===== config.mk =====
export PLATFORM = sky130hd
export DESIGN_NAME = ccr_control_command_regs
export DESIGN_NICKNAME = d
export VERILOG_FILES = /design/src/ccr_pkg.sv /design/src/ccr_control_command_regs.sv
export SDC_FILE = /design/constraint.sdc
export NUM_CORES = 1
export LEC_CHECK = 0
export ABC_AREA = 1
export BUFFER_PORTS_ARGS = -buffer_cell sky130_fd_sc_hd__buf_2
export CELL_PAD_IN_SITES_DETAIL_PLACEMENT = 0
export CELL_PAD_IN_SITES_GLOBAL_PLACEMENT = 1
export CORE_UTILIZATION = 34
export DETAILED_ROUTE_END_ITERATION = 10
export PLACE_DENSITY = 0.86
export SKIP_LAST_GASP = 1
export SLEW_MARGIN = 20
export SYNTH_ARGS = -nofsm -noshare
export SYNTH_HDL_FRONTEND = slang
export SYNTH_SLANG_ARGS = --single-unit

===== constraint.sdc =====
create_clock -name i_clk -period 3.2 [get_ports i_clk]
set_clock_uncertainty 0.15 [all_clocks]
set_input_delay 0.64 -clock i_clk [delete_from_list [all_inputs] [get_ports i_clk]]
set_output_delay 0.64 -clock i_clk [all_outputs]
set_load 0.005 [all_outputs]

===== src/ccr_pkg.sv =====
// Constants, register map and state types for the CAN control/command block.
// Assumes a 32-bit APB with one aligned word per register, byte address = 4 * index.
package ccr_pkg;

  // ----------------------------------------------------------------------
  // Register indices and byte addresses
  // ----------------------------------------------------------------------
  localparam int unsigned CCR_IDX_CONTROL = 0;  // mode_and_irq_control
  localparam int unsigned CCR_IDX_COMMAND = 1;  // command_strobe
  localparam int unsigned CCR_ADDR_SCALE  = 4;

  // ----------------------------------------------------------------------
  // Control register fields
  // ----------------------------------------------------------------------
  localparam int unsigned CCR_CR_RESET_REQ = 0;
  localparam int unsigned CCR_CR_RX_IRQ_EN = 1;
  localparam int unsigned CCR_CR_FIXED_ONE = 5;
  localparam int unsigned CCR_CR_SYNC_SEL  = 6;
  localparam int unsigned CCR_CR_TOP_RSVD  = 7;

  // ----------------------------------------------------------------------
  // Command register fields
  // ----------------------------------------------------------------------
  localparam int unsigned CCR_CMD_SEND    = 0;
  localparam int unsigned CCR_CMD_ABORT   = 1;
  localparam int unsigned CCR_CMD_RELEASE = 2;
  localparam int unsigned CCR_CMD_CLR_OVR = 3;
  localparam int unsigned CCR_CMD_SLEEP   = 4;

  // ----------------------------------------------------------------------
  // Read values and counts
  // ----------------------------------------------------------------------
  localparam logic [31:0] CCR_CMD_READ_VAL   = 32'h0000_00ff;
  localparam logic [7:0]  CCR_FREE_SHORT     = 8'h01;  // One bus-free after host reset
  localparam logic [7:0]  CCR_FREE_LONG      = 8'h80;  // 128 bus-free after bus-off
  localparam logic [4:0]  CCR_CLOCK_OUTPUT_PIN_BITS    = 5'h0f;  // Bit times before clock output stops
  localparam logic        CCR_RIE_RESET      = 1'b0;

  // ----------------------------------------------------------------------
  // Operating mode
  // ----------------------------------------------------------------------
  typedef enum logic [3:0] {
    CCR_MD_RESET = 4'b0001,
    CCR_MD_WAIT  = 4'b0010,
    CCR_MD_RUN   = 4'b0100,
    CCR_MD_SLEEP = 4'b1000
  } ccr_mode_e;

endpackage


===== src/ccr_control_command_regs.sv =====
// Control and command register logic of a stand-alone CAN controller.
// Assumes i_clk is the internal (half oscillator) clock and that the protocol
// engine, filters and FIFO sit outside and talk over the level/pulse ports.
//
// Contract
// Receive interrupt when enabled and message good
// Reset request aborts traffic, enters reset
// Falling reset request returns to operation
// Host writes zero to top control bit
// Sync-select bit stored, no effect, survives reset
// Third reserved control bit reads one
// Hardware reset or bus-off forces reset request
// Reset request change registered, read synchronized
// External reset low blocks clearing reset request
// One bus-free before bus-on after reset
// 128 bus-free before bus-on after bus-off
// Command register write-only, reads all ones
// Host spaces command writes one cycle apart
// Sleep only if idle, else wake interrupt
// Clock output runs 15 bit times asleep
// Wake on clear, activity or irq pin
// Bus wake blocks frames until bus-free
// Sleep ignored in reset and until bus-free
// Clear overrun; no repeat overrun interrupt
// Release frees FIFO slot, maybe new interrupt
// Abort cancels only a not-started request
// Send request starts; zero does not cancel
// Send request clears done until success
// Receive status set again after release
// Command bits pulse; sleep bit holds level

`timescale 1ns/1ns

module ccr_control_command_regs
  import ccr_pkg::*;
#(
  parameter int unsigned APB_AW = 8
) (
  // Clock and reset
  input  wire logic              i_clk,
  input  wire logic              i_sys_rst,
  // APB slave
  input  wire logic              i_psel,
  input  wire logic              i_penable,
  input  wire logic              i_pwrite,
  input  wire logic [APB_AW-1:0] i_paddr,
  input  wire logic [31:0]       i_pwdata,
  output logic                   o_pready,
  output logic [31:0]            o_prdata,
  output logic                   o_pslverr,
  // Pins and bus status
  input  wire logic              i_ext_rst_n,
  input  wire logic              i_irq_pin_low,
  input  wire logic              i_bus_off,
  input  wire logic              i_bus_free,
  input  wire logic              i_bus_idle,
  input  wire logic              i_bus_activity,
  input  wire logic              i_bit_tick,
  input  wire logic              i_irq_pending,
  // Protocol engine and FIFO events
  input  wire logic              i_rx_msg_ok,
  input  wire logic              i_fifo_msg_avail,
  input  wire logic              i_overrun_event,
  input  wire logic              i_tx_in_progress,
  input  wire logic              i_tx_success,
  // Mode outputs
  output logic                   o_reset_mode,
  output logic                   o_bus_on,
  output logic                   o_sleep,
  output logic                   o_clock_output_pin_en,
  output logic                   o_frame_accept,
  output logic                   o_osc_restart,
  // Command and status outputs
  output logic                   o_tx_request,
  output logic                   o_tx_done_status,
  output logic                   o_abort_pulse,
  output logic                   o_fifo_release,
  output logic                   o_rx_buf_status,
  output logic                   o_overrun_status,
  output logic                   o_rx_irq,
  output logic                   o_overrun_irq,
  output logic                   o_wake_irq
);

  // ----------------------------------------------------------------------
  // Elaboration check
  // ----------------------------------------------------------------------
  if (APB_AW < 3) begin : g_bad_aw
    $error("APB_AW must be at least 3");
  end

  // ----------------------------------------------------------------------
  // State
  // ----------------------------------------------------------------------
  typedef struct packed {
    ccr_mode_e   mode;
    logic        rr;
    logic        rr_busoff;
    logic        receive_irq_enable;
    logic        sync_sel;
    logic [7:0]  free_cnt;
    logic        sleep_cmd;
    logic [4:0]  clk_cnt;
    logic        clock_output_pin_en;
    logic        rx_block;
    logic        rbs;
    logic        dos;
    logic        tx_pend;
    logic        tx_done;
    logic        rx_irq;
    logic        ovr_irq;
    logic        wake_irq;
    logic        osc_restart;
    logic        abort_p;
    logic        release_p;
    logic        bus_on;
    logic        frame_ok;
    logic        pready;
    logic        pslverr;
    logic [31:0] prdata;
  } ccr_state_s;

  ccr_state_s st_reg;
  ccr_state_s st_next;

  // ----------------------------------------------------------------------
  // Bus decode
  // ----------------------------------------------------------------------
  logic [APB_AW-3:0] idx;
  logic              setup_ph;
  logic              wr_acc;
  logic              wr_ctrl;
  logic              wr_cmd;
  logic              mapped;
  logic [7:0]        free_target;

  assign idx         = i_paddr[APB_AW-1:2];
  assign setup_ph    = i_psel & ~i_penable;
  assign wr_acc      = i_psel & i_penable & st_reg.pready & i_pwrite;
  assign mapped      = (idx == (APB_AW-2)'(CCR_IDX_CONTROL)) ||
                       (idx == (APB_AW-2)'(CCR_IDX_COMMAND));
  assign wr_ctrl     = wr_acc & (idx == (APB_AW-2)'(CCR_IDX_CONTROL));
  assign wr_cmd      = wr_acc & (idx == (APB_AW-2)'(CCR_IDX_COMMAND));
  assign free_target = st_reg.rr_busoff ? CCR_FREE_LONG : CCR_FREE_SHORT;

  // ----------------------------------------------------------------------
  // Next state
  // ----------------------------------------------------------------------
  always_comb begin
    logic cmd_send;
    logic cmd_abort;
    logic cmd_rel;
    logic cmd_clr;
    logic cmd_sleep;
    logic wake;
    cmd_send  = wr_cmd & i_pwdata[CCR_CMD_SEND];
    cmd_abort = wr_cmd & i_pwdata[CCR_CMD_ABORT];
    cmd_rel   = wr_cmd & i_pwdata[CCR_CMD_RELEASE];
    cmd_clr   = wr_cmd & i_pwdata[CCR_CMD_CLR_OVR];
    cmd_sleep = wr_cmd & i_pwdata[CCR_CMD_SLEEP];
    wake      = 1'b0;
    st_next   = st_reg;
    // single-cycle command pulses
    st_next.rx_irq      = 1'b0;
    st_next.ovr_irq     = 1'b0;
    st_next.wake_irq    = 1'b0;
    st_next.osc_restart = 1'b0;
    st_next.abort_p     = cmd_abort;
    st_next.release_p   = cmd_rel;

    // APB answer, prepared in the setup cycle and shown in the access cycle
    st_next.pready  = setup_ph;
    st_next.pslverr = setup_ph & ~mapped;
    st_next.prdata  = 32'h0000_0000;
    if (setup_ph && !i_pwrite) begin
      if (idx == (APB_AW-2)'(CCR_IDX_CONTROL)) begin
        st_next.prdata[CCR_CR_RESET_REQ] = st_reg.rr;
        st_next.prdata[CCR_CR_RX_IRQ_EN] = st_reg.receive_irq_enable;
        // reserved bit reads one
        st_next.prdata[CCR_CR_FIXED_ONE] = 1'b1;
        st_next.prdata[CCR_CR_SYNC_SEL]  = st_reg.sync_sel;
      end else if (idx == (APB_AW-2)'(CCR_IDX_COMMAND)) begin
        // write-only register reads ones
        st_next.prdata = CCR_CMD_READ_VAL;
      end
    end

    // Control register write; top reserved bit is not stored
    if (wr_ctrl) begin
      st_next.receive_irq_enable = i_pwdata[CCR_CR_RX_IRQ_EN];
      // sync select stored only
      st_next.sync_sel = i_pwdata[CCR_CR_SYNC_SEL];
      // registered reset request change
      st_next.rr = i_pwdata[CCR_CR_RESET_REQ];
      if (i_pwdata[CCR_CR_RESET_REQ]) begin
        st_next.rr_busoff = 1'b0;
      end
    end
    // external reset holds request
    if (!i_ext_rst_n) begin
      st_next.rr        = 1'b1;
      st_next.rr_busoff = 1'b0;
    end
    // bus-off forces request
    if (i_bus_off) begin
      st_next.rr        = 1'b1;
      st_next.rr_busoff = 1'b1;
    end

    // Transmit request, abort and completion
    // abort only before start
    if (cmd_abort && !i_tx_in_progress) begin
      st_next.tx_pend = 1'b0;
    end
    if (i_tx_success) begin
      st_next.tx_pend = 1'b0;
      st_next.tx_done = 1'b1;
    end
    // send sets pending, zero ignored
    if (cmd_send) begin
      st_next.tx_pend = 1'b1;
      // done cleared by new request
      st_next.tx_done = 1'b0;
    end

    // Receive buffer status and interrupt
    // release frees slot
    if (cmd_rel) begin
      st_next.rbs = i_fifo_msg_avail;
      // status set again at once
    end
    if (i_rx_msg_ok) begin
      st_next.rbs = 1'b1;
    end
    // receive interrupt gated by enable
    st_next.rx_irq = st_reg.receive_irq_enable & (i_rx_msg_ok | (cmd_rel & i_fifo_msg_avail));

    // overrun set wins over clear
    st_next.ovr_irq = i_overrun_event & ~st_reg.dos;
    if (cmd_clr) begin
      st_next.dos = 1'b0;
    end
    if (i_overrun_event) begin
      st_next.dos = 1'b1;
    end

    // frames blocked until bus-free
    if (i_bus_free) begin
      st_next.rx_block = 1'b0;
    end

    // Mode sequencing
    unique case (st_reg.mode)
      CCR_MD_RESET: begin
        // leave reset on cleared request
        if (!st_reg.rr) begin
          st_next.mode     = CCR_MD_WAIT;
          st_next.free_cnt = 8'h00;
        end
      end
      CCR_MD_WAIT: begin
        // count bus-free occurrences
        if (i_bus_free) begin
          st_next.free_cnt = st_reg.free_cnt + 8'h01;
          if (st_reg.free_cnt + 8'h01 >= free_target) begin
            st_next.mode      = CCR_MD_RUN;
            st_next.rr_busoff = 1'b0;
          end
        end
      end
      CCR_MD_RUN: begin
        // sleep only when quiet
        if (cmd_sleep) begin
          if (!i_irq_pending && i_bus_idle) begin
            st_next.mode      = CCR_MD_SLEEP;
            st_next.sleep_cmd = 1'b1;
            st_next.clk_cnt   = 5'h00;
          end else begin
            st_next.wake_irq = 1'b1;
          end
        end
      end
      CCR_MD_SLEEP: begin
        // clock output kept for bit times
        if (st_reg.clock_output_pin_en && i_bit_tick) begin
          st_next.clk_cnt = st_reg.clk_cnt + 5'h01;
          if (st_reg.clk_cnt + 5'h01 >= CCR_CLOCK_OUTPUT_PIN_BITS) begin
            st_next.clock_output_pin_en = 1'b0;
          end
        end
        // three wake sources
        wake = (wr_cmd & ~i_pwdata[CCR_CMD_SLEEP]) | i_bus_activity | i_irq_pin_low;
        if (wake) begin
          st_next.mode        = CCR_MD_RUN;
          st_next.sleep_cmd   = 1'b0;
          st_next.clock_output_pin_en   = 1'b1;
          st_next.osc_restart = 1'b1;
          st_next.wake_irq    = 1'b1;
          // waking frame not received
          st_next.rx_block    = i_bus_activity;
        end
      end
    endcase

    // reset mode aborts traffic
    // sleep dropped in reset
    if (st_next.rr) begin
      st_next.mode      = CCR_MD_RESET;
      st_next.tx_pend   = 1'b0;
      st_next.sleep_cmd = 1'b0;
      st_next.clock_output_pin_en = 1'b1;
      st_next.free_cnt  = 8'h00;
      st_next.rx_block  = 1'b0;
    end
    // Decoded levels kept in flops so the outputs need no gates
    st_next.bus_on   = st_next.mode[2] | st_next.mode[3];
    st_next.frame_ok = ~st_next.rx_block;
  end

  // ----------------------------------------------------------------------
  // State register; sync select survives reset
  // ----------------------------------------------------------------------
  always_ff @(posedge i_clk) begin
    if (i_sys_rst) begin
      // hardware reset sets request
      st_reg           <= '0;
      st_reg.mode      <= CCR_MD_RESET;
      st_reg.rr        <= 1'b1;
      st_reg.receive_irq_enable       <= CCR_RIE_RESET;
      st_reg.clock_output_pin_en <= 1'b1;
      st_reg.frame_ok  <= 1'b1;
      st_reg.sync_sel  <= st_reg.sync_sel;
    end else begin
      st_reg <= st_next;
    end
  end

  // ----------------------------------------------------------------------
  // Outputs, all straight from the state register
  // ----------------------------------------------------------------------
  assign o_pready         = st_reg.pready;
  assign o_prdata         = st_reg.prdata;
  assign o_pslverr        = st_reg.pslverr;
  assign o_reset_mode     = st_reg.mode[0];
  assign o_bus_on         = st_reg.bus_on;
  assign o_sleep          = st_reg.sleep_cmd;
  assign o_clock_output_pin_en      = st_reg.clock_output_pin_en;
  assign o_frame_accept   = st_reg.frame_ok;
  assign o_osc_restart    = st_reg.osc_restart;
  assign o_tx_request     = st_reg.tx_pend;
  assign o_tx_done_status = st_reg.tx_done;
  assign o_abort_pulse    = st_reg.abort_p;
  assign o_fifo_release   = st_reg.release_p;
  assign o_rx_buf_status  = st_reg.rbs;
  assign o_overrun_status = st_reg.dos;
  assign o_rx_irq         = st_reg.rx_irq;
  assign o_overrun_irq    = st_reg.ovr_irq;
  assign o_wake_irq       = st_reg.wake_irq;
endmodule


==> summary.md, run 1 <==
| Metric | Value |
|---|---|
| Flop2flop setup slack | 1.16 ns |
| TritonCTS clock tree | yes |
| Reg-to-Reg End | o_bus_on$_SDFF_PP0_ |
| Clk_lat worst skew | 0.30 ns |
| Vias | between 1500 and 2000 |
| Final setup violating endpoints | 0 |
| Drt first-iter violations | 93 |
| Crit path buf inv count | 2 |
| Die Footprint | about 0.007 mm² |
| Seq/Total Area, Yosys | 38.5% |
| Layout area overhead | 12.7% |
| Top fanout value on the critical path | 14 |
| Status | finished, final reports clean |
| Final ANT Viol Nets | 0 |
| FMAX | 483 MHz |
| CP delay by family, top | simple AND/OR/NAND/NOR gates |
| R2R depth | 12 |
| Total leakage power | 1.27 nW |
| Cell with the most instances after synthesis | nand2_1 |
| IO buf count | 54 |
| Largest net degree at the start of global routing | 15 |
| Yosys warns | 0 |
| # H-tree levels | 2 |
| Worst setup SP type | primary input |
| Final hold violation count | 0 |
| WL/cell | 10.7 µm |
| Slew Limit Fails | 0 |
| Antenna fix cells | 0 |
| Global-route usage over all layers | 14.6% |
| Die Y | 83.6 µm |
| Worst r2r src | st_reg[56]$_SDFFE_PP0P_ |
| Top-level I/O count | 107 |
| Root buffer cell | clkbuf_8 |
| Synth top area cells | dfxtp_1 37%, buf_4 11%, nand2_1 9.1% |
| Post-CTS resize count | 0 |
| Placed cell areas | 0.00246 mm² |
| Pwr Total | 0.943 mW |
| Post-synth top area share | 37.2% |
| Final RePlAce weighted congestion | about 0.78 |
| Nets | roughly 420 |
| Pwr/cell area | around 370 mW/mm² |
| Design Area, Final | roughly 0.0025 mm² |
| Pre-antenna DRT Iters | 4 |
| Final period util | 64.7% |
| Netlist cell types | 33 |
| Fillers | 694 |
| Initial Util | 35.4% |
| Post-synth top cells | 55 x nand2_1, 42 x dfxtp_1, 42 x inv_1 |
| Syn_area_per_cell | 7.30 µm² |
| Hold_sp | o_overrun_status$_SDFFE_PP0P_ |
| WHS Path Cells | 1 |
| Number of flip-flops under the largest register name | 21 |
| Required @ worst endpoint | about 3.2 ns |
| First-pass GRT wire length | 8160 µm |
| CTS Hold Buffers Added | 0 |
| Number of max-cap violations | 0 |
| Fraction of registers with async set or reset after synthesis | 0% |
| Top FF cell, synth | dfxtp_1 |
| Drt via density | 4.51 |
| Worst Setup End Kind | register |
| Post-synth EDFFs | 1 |
| Initial antenna violation count | 0 |
| Vias in the first global route | 1865 |
| Arr. time, crit path | 2.11 ns |
| Most common cell on crit path | nand2_1 |
| CP max stage cell | or2_1 |
| Post-CTS Setup Inserts | 0 |
| Setup ws final | 1.13 ns |
| CTS sink count | 43 |
| WS Path Type | in2reg |
| Fin crit period | around 2.1 ns |
| Setup slack at placement | roughly 0.82 ns |
| Layout cells sized above 1 | 21.3% |
| RSZ-0062 raised after global routing | no |
| Congestion Overflow GR | 0 |
| Rows | 29 |
| Seq cells post-synth | 43 |
| CP cell instances | buf_2, nand2_1, nor2_4, nand4_1, or2_1, nand4_2, inv_1, nand3_1, nand2_1 |
| # DRC | 0 |
| Leading area contributor after synthesis | dfxtp_1 |
| Slowest stage delay, CP | approximately 0.28 ns |
| Inserted Clock Buffers | 5 |
| Core area | 0.00639 mm² |
| Clock tree buffer depth | 2 |
| Die X | roughly 84 µm |
| Worst VDD drop | ~0.21 mV |
| Dpl hpwl | 3640 µm |
| Post-Syn Area | 0.00226 mm² |
| Clock transition at the registers of the reported paths | approximately 0.08 ns |
| Hold WC Path Type | reg2reg |
| Cells after synthesis | 310 |
| Final WL | 4670 µm |
| Setup TNS | 0 ns |
| Worst hold path endpoint | o_overrun_irq$_SDFF_PP0_ |
[worst max-delay path by stage]
stage / from / end / slack, ns / cells after the start
2_1_floorplan: i_penable / o_bus_on$_SDFF_PP0_ / 1.38 / 8
3_3_place_gp: i_penable / o_bus_on$_SDFF_PP0_ / 0.82 / 9
3_5_place_dp: i_psel / o_bus_on$_SDFF_PP0_ / 0.82 / 9
4_1_cts: i_psel / o_bus_on$_SDFF_PP0_ / 1.13 / 9
5_1_grt: st_reg[56]$_SDFFE_PP0P_ / o_bus_on$_SDFF_PP0_ / 0.91 / 12
6_report: i_penable / o_bus_on$_SDFF_PP0_ / 1.13 / 9
[placed cells by master (no fill, tap or decap), types with 5 or more instances in the layout]
| cell | count |
|---|---|
| conb_1 | 24 |
| dfxtp_1 | 42 |
| nand4_1 | 6 |
| inv_2 | 5 |
| clkbuf_8 | 5 |
| inv_1 | 42 |
| a21oi_1 | 19 |
| nand2_1 | 55 |
| buf_2 | 54 |
| ha_1 | 5 |
| nand3_1 | 19 |
| o21ai_0 | 9 |
| nor2_1 | 39 |
[layer usage]
layer / global-route usage, % / wire (µm)
met5: 0 / 0
met4: 4.47 / 56
met3: 4.75 / 295
met2: 24.5 / 2070
met1: 17.8 / 2240
[worst register-to-register path, cell delays in order, from the launching register on]
cell     delay [ns]
dfxtp_1        0.44
inv_1          0.09
nor2_1         0.12
nand3_1        0.11
nor2_1         0.13
xor2_1         0.21
ha_1           0.26
nand2_1        0.08
nand2_1        0.05
nand2_1        0.07
nand2_1        0.07
nand2_1        0.08
nand2_1        0.06
[metrics by stage]
stage	cells	hold WS [ns]	util, %
floorplan	333	0.267	-
global placement	430	0.267	38.6
detailed placement	430	0.272	38.6
CTS	438	0.285	39.9
global route	438	0.310	39.9
finish	438	0.282	39.9
[power breakdown]
group          internal, mW  total [mW]  switching, mW  leakage, nW
logic                0.0233      0.0576         0.0343        0.881
clock network         0.153       0.341          0.189       0.0412
registers             0.542       0.544        0.00228        0.349
[kinds of logic after synthesis]
kind of cell / after synthesis / synth area share [%]
buffers and inverters: 81 / 18.9
XOR/XNOR: 4 / 1.55
AO/OA/AOI/OAI: 41 / 10.1
flip-flops: 43 / 38.5
adder cells (fa/ha/maj): 5 / 2.77
other: 1 / 0.166
AND/OR/NAND/NOR: 135 / 28.0
[cell type report]
| class | instances | area [µm²] | share of cell area [%] |
|---|---|---|---|
| Multi-Input combinational cell | 209 | 1050 | 41.2 |
| Sequential cell | 43 | 871 | 34.2 |
| Timing Repair Buffer | 54 | 270 | 10.6 |
| Inverter | 47 | 176 | 6.92 |
| Tap cell | 77 | 96.3 | 3.78 |
| Clock buffer | 6 | 72.6 | 2.85 |
| Clock inverter | 2 | 12.5 | 0.491 |
No activity file was read; power rests on OpenSTA's default activity.
==> run 2: changes to the inputs <==
--- a/config.mk
+++ b/config.mk
@@ -9,9 +9,9 @@
 export BUFFER_PORTS_ARGS = -buffer_cell sky130_fd_sc_hd__buf_2
 export CELL_PAD_IN_SITES_DETAIL_PLACEMENT = 0
 export CELL_PAD_IN_SITES_GLOBAL_PLACEMENT = 1
-export CORE_UTILIZATION = 34
+export CORE_UTILIZATION = 29
 export DETAILED_ROUTE_END_ITERATION = 10
-export PLACE_DENSITY = 0.86
+export PLACE_DENSITY = 0.78
 export SKIP_LAST_GASP = 1
 export SLEW_MARGIN = 20
 export SYNTH_ARGS = -nofsm -noshare
==> constraint.sdc (replaced) <==
create_clock -name i_clk -period 1.7 [get_ports i_clk]
set_clock_uncertainty 0.15 [all_clocks]
set_input_delay 0.34 -clock i_clk [delete_from_list [all_inputs] [get_ports i_clk]]
set_output_delay 0.34 -clock i_clk [all_outputs]
set_load 0.005 [all_outputs]
==> run 2 against run 1 <==
  * The run now ends with negative setup slack left
  * Die area rose by 17%
  * Non-clock buffer count rose by 37
  * Clock power rose to 2.8 times the previous value
  * Global-route usage fell by 1.5 points
  * Largest cell class unchanged
  * Highest routed layer unchanged
==> summary.md, run 2 (synthesized netlist as in run 1, its figures left out) <==
| Metric | Value |
|---|---|
| Nets | 460 (+8.7%) |
| Fillers | 763 (+9.9%) |
| Largest net degree at the start of global routing | 14 (-1) |
| Core area | 0.00741 mm² (+16%) |
| Flop pwr share | 48.9% (-8.8 points) |
| TritonCTS clock tree | yes |
| Sw Pwr | 0.429 mW (+91%) |
| Fin crit period | between 1.5 and 2 ns |
| Layout cells sized above 1 | 34.9% (+14 points) |
| RSZ-0062 raised after global routing | yes |
| # DRC | 0 (unchanged) |
| Slew Limit Fails | 0 (unchanged) |
| CTS Hold Buffers Added | 0 (unchanged) |
| Final period util | 108% |
| Vias in the first global route | 1917 (+2.8%) |
| Rows | 31 (+6.9%) |
| Internal power | 1.66 mW (+130%) |
| Layout area overhead | 33.0% |
| Arr. time, crit path | 1.88 ns (-0.23 ns) |
| Die X | 90.3 µm (+8.1%) |
| Required @ worst endpoint | 1.74 ns (-1.49 ns) |
| Most frequent cells in the layout | 54 x buf_2, 51 x nand2_1, 39 x inv_1, 37 x buf_4 |
| Hold WS | 0.0824 ns (-0.200 ns) |
| Congestion Overflow GR | 0 (unchanged) |
| Initial Util | 30.5% (-4.9 points) |
| WS Path Type | reg2reg |
| Inserted Clock Buffers | 5 (unchanged) |
| Final hold violation count | 0 (unchanged) |
| Pre-antenna DRT Iters | 4 (unchanged) |
| Leading cell type in the layout, fill and taps excluded | buf_2 |
| Global-route usage over all layers | 13.1% (-1.5 points) |
| WL/cell | 10.6 µm (-0.31%) |
| Number of flip-flops under the largest register name | 21 (unchanged) |
| Vias | 2140 (+8.4%) |
| Root buffer cell | clkbuf_8 |
| Comb pwr share | 6.2% (about the same) |
| Pwr Total | 2.09 mW (+120%) |
| Pwr/cell area | 694 mW/mm² (+88%) |
| Final WL | 5280 µm (+13%) |
| Failing checks | negative setup slack |
| Worst VDD drop | 0.321 mV (+53%) |
| Antenna fix cells | 0 (unchanged) |
| Top-level I/O count | 107 (unchanged) |
| CTS sink count | 43 (unchanged) |
| Total leakage power | 1.50 nW (+18%) |
| Clock Power Share | 44.9% (+8.7 points) |
| Drt via density | 4.31 (-4.5%) |
| Worst setup SP type | register |
| Final ANT Viol Nets | 0 (unchanged) |
| Top fanout value on the critical path | 4 (-10) |
| Hold WC Path Type | in2reg |
| Die Footprint | 0.00816 mm² (+17%) |
| Die Y | 90.3 µm (+8.1%) |
| Clock transition at the registers of the reported paths | 0.08 ns (about the same) |
| Final RePlAce weighted congestion | 0.838 (+7.9%) |
| Worst Setup End Kind | register |
| IO buf count | 54 (unchanged) |
| Drt first-iter violations | 70 (-25%) |
| FMAX | 543 MHz |
| First-pass GRT wire length | 8580 µm (+5.2%) |
| Clk_lat worst skew | 0.29 ns (about the same) |
| Dpl hpwl | 4100 µm (+13%) |
| WHS Path Cells | 1 (unchanged) |
| Initial antenna violation count | 0 (unchanged) |
| R2R depth | 14 (+2) |
| Setup ws final | -0.143 ns (-1.27 ns) |
| Final setup violating endpoints | 4 (+4) |
| Status | finished, violations left |
| Clock tree buffer depth | 2 (unchanged) |
| Number of max-cap violations | 0 (unchanged) |
| # H-tree levels | 2 (unchanged) |
| Sw frac | 20.5% (-3.3 points) |
run 2: cell count changes in the layout (fill, tap and decap cells not counted), moves of 3 or more:
| cell | before | now |
|---|---|---|
| inv_1 | 42 | 39 |
| buf_4 | 0 | 37 |
| inv_2 | 5 | 8 |
| a21oi_2 | 0 | 5 |
| dfxtp_2 | 0 | 4 |
| dfxtp_1 | 42 | 36 |
| nor2_1 | 39 | 36 |
| a21oi_1 | 19 | 14 |
| nand2_1 | 55 | 51 |
run 2: critical path: stages (launching register included):
cell and delay (ns):
dfxtp_4 0.37, buf_4 0.15, ha_4 0.23, inv_1 0.05, nand3_1 0.07, nor2_1 0.10
nand2_1 0.07, nor2_1 0.08, nand2_1 0.07, nand2_1 0.08, nand2_1 0.05, nand2_1 0.07
nand2_1 0.07, nand2_1 0.07, nand2_1 0.06
run 2: power by group through the flow:
stage          logic (mW)  registers [mW]  clock network [mW]
4_1_cts             0.127            1.02               0.967
5_1_grt             0.145            1.02                1.00
3_5_place_dp        0.125            1.05                   0
3_3_place_gp        0.124            1.05                   0
6_report            0.129            1.02               0.939
2_1_floorplan      0.0900            1.05                   0
run 2: worst paths after layout:
| path | startpoint | to | slack [ns] |
|---|---|---|---|
| setup / recovery | st_reg[54]$_SDFFE_PP0P_ | o_bus_on$_SDFF_PP0_ | -0.14 |
| hold reg to reg | st_reg[63]$_SDFFE_PP0P_ | o_rx_irq$_SDFF_PP0_ | 0.29 |
| hold / removal | i_pwdata[6] | st_reg[62]$_DFFE_PP_ | 0.08 |
| setup reg to reg | st_reg[54]$_SDFFE_PP0P_ | o_bus_on$_SDFF_PP0_ | -0.14 |
run 2: metal layers:
metal,vias up,track usage (%),wire [µm]
met3,7,3.45,325
met1,949,16.3,2450
met5,-,0,0
met2,79,21.9,2430
li1,1105,-,-
met4,0,4.44,75
run 2: stage by stage:
stage | std cells | util (%) | worst slack, ns | area, µm² | setup TNS (ns)
floorplan | 333 | - | -0.0243 | 2360 | -0.0452
global placement | 483 | 36.9 | -0.185 | 2730 | -1.46
detailed placement | 483 | 36.9 | -0.197 | 2730 | -1.74
CTS | 496 | 39.8 | -0.178 | 2950 | -0.568
global route | 497 | 40.6 | -0.297 | 3010 | -1.14
finish | 497 | 40.6 | -0.143 | 3010 | -0.475
run 2: cell type report:
cell class	count	area (µm²)	share of cell area [%]
multi-input cells	209	1140	38.0
flip-flops and latches	43	883	29.4
repair buffers	91	548	18.2
inverters	47	176	5.86
well taps	99	124	4.12
clock buffers	6	72.6	2.41
clock inverters	2	60.1	2.00
run 2: repair_timing:
item	4_1_cts	5_1_grt
buffers inserted	7	3
pin swaps	14	15
resized for setup	8	18
endpoints found under the setup margin	9	20
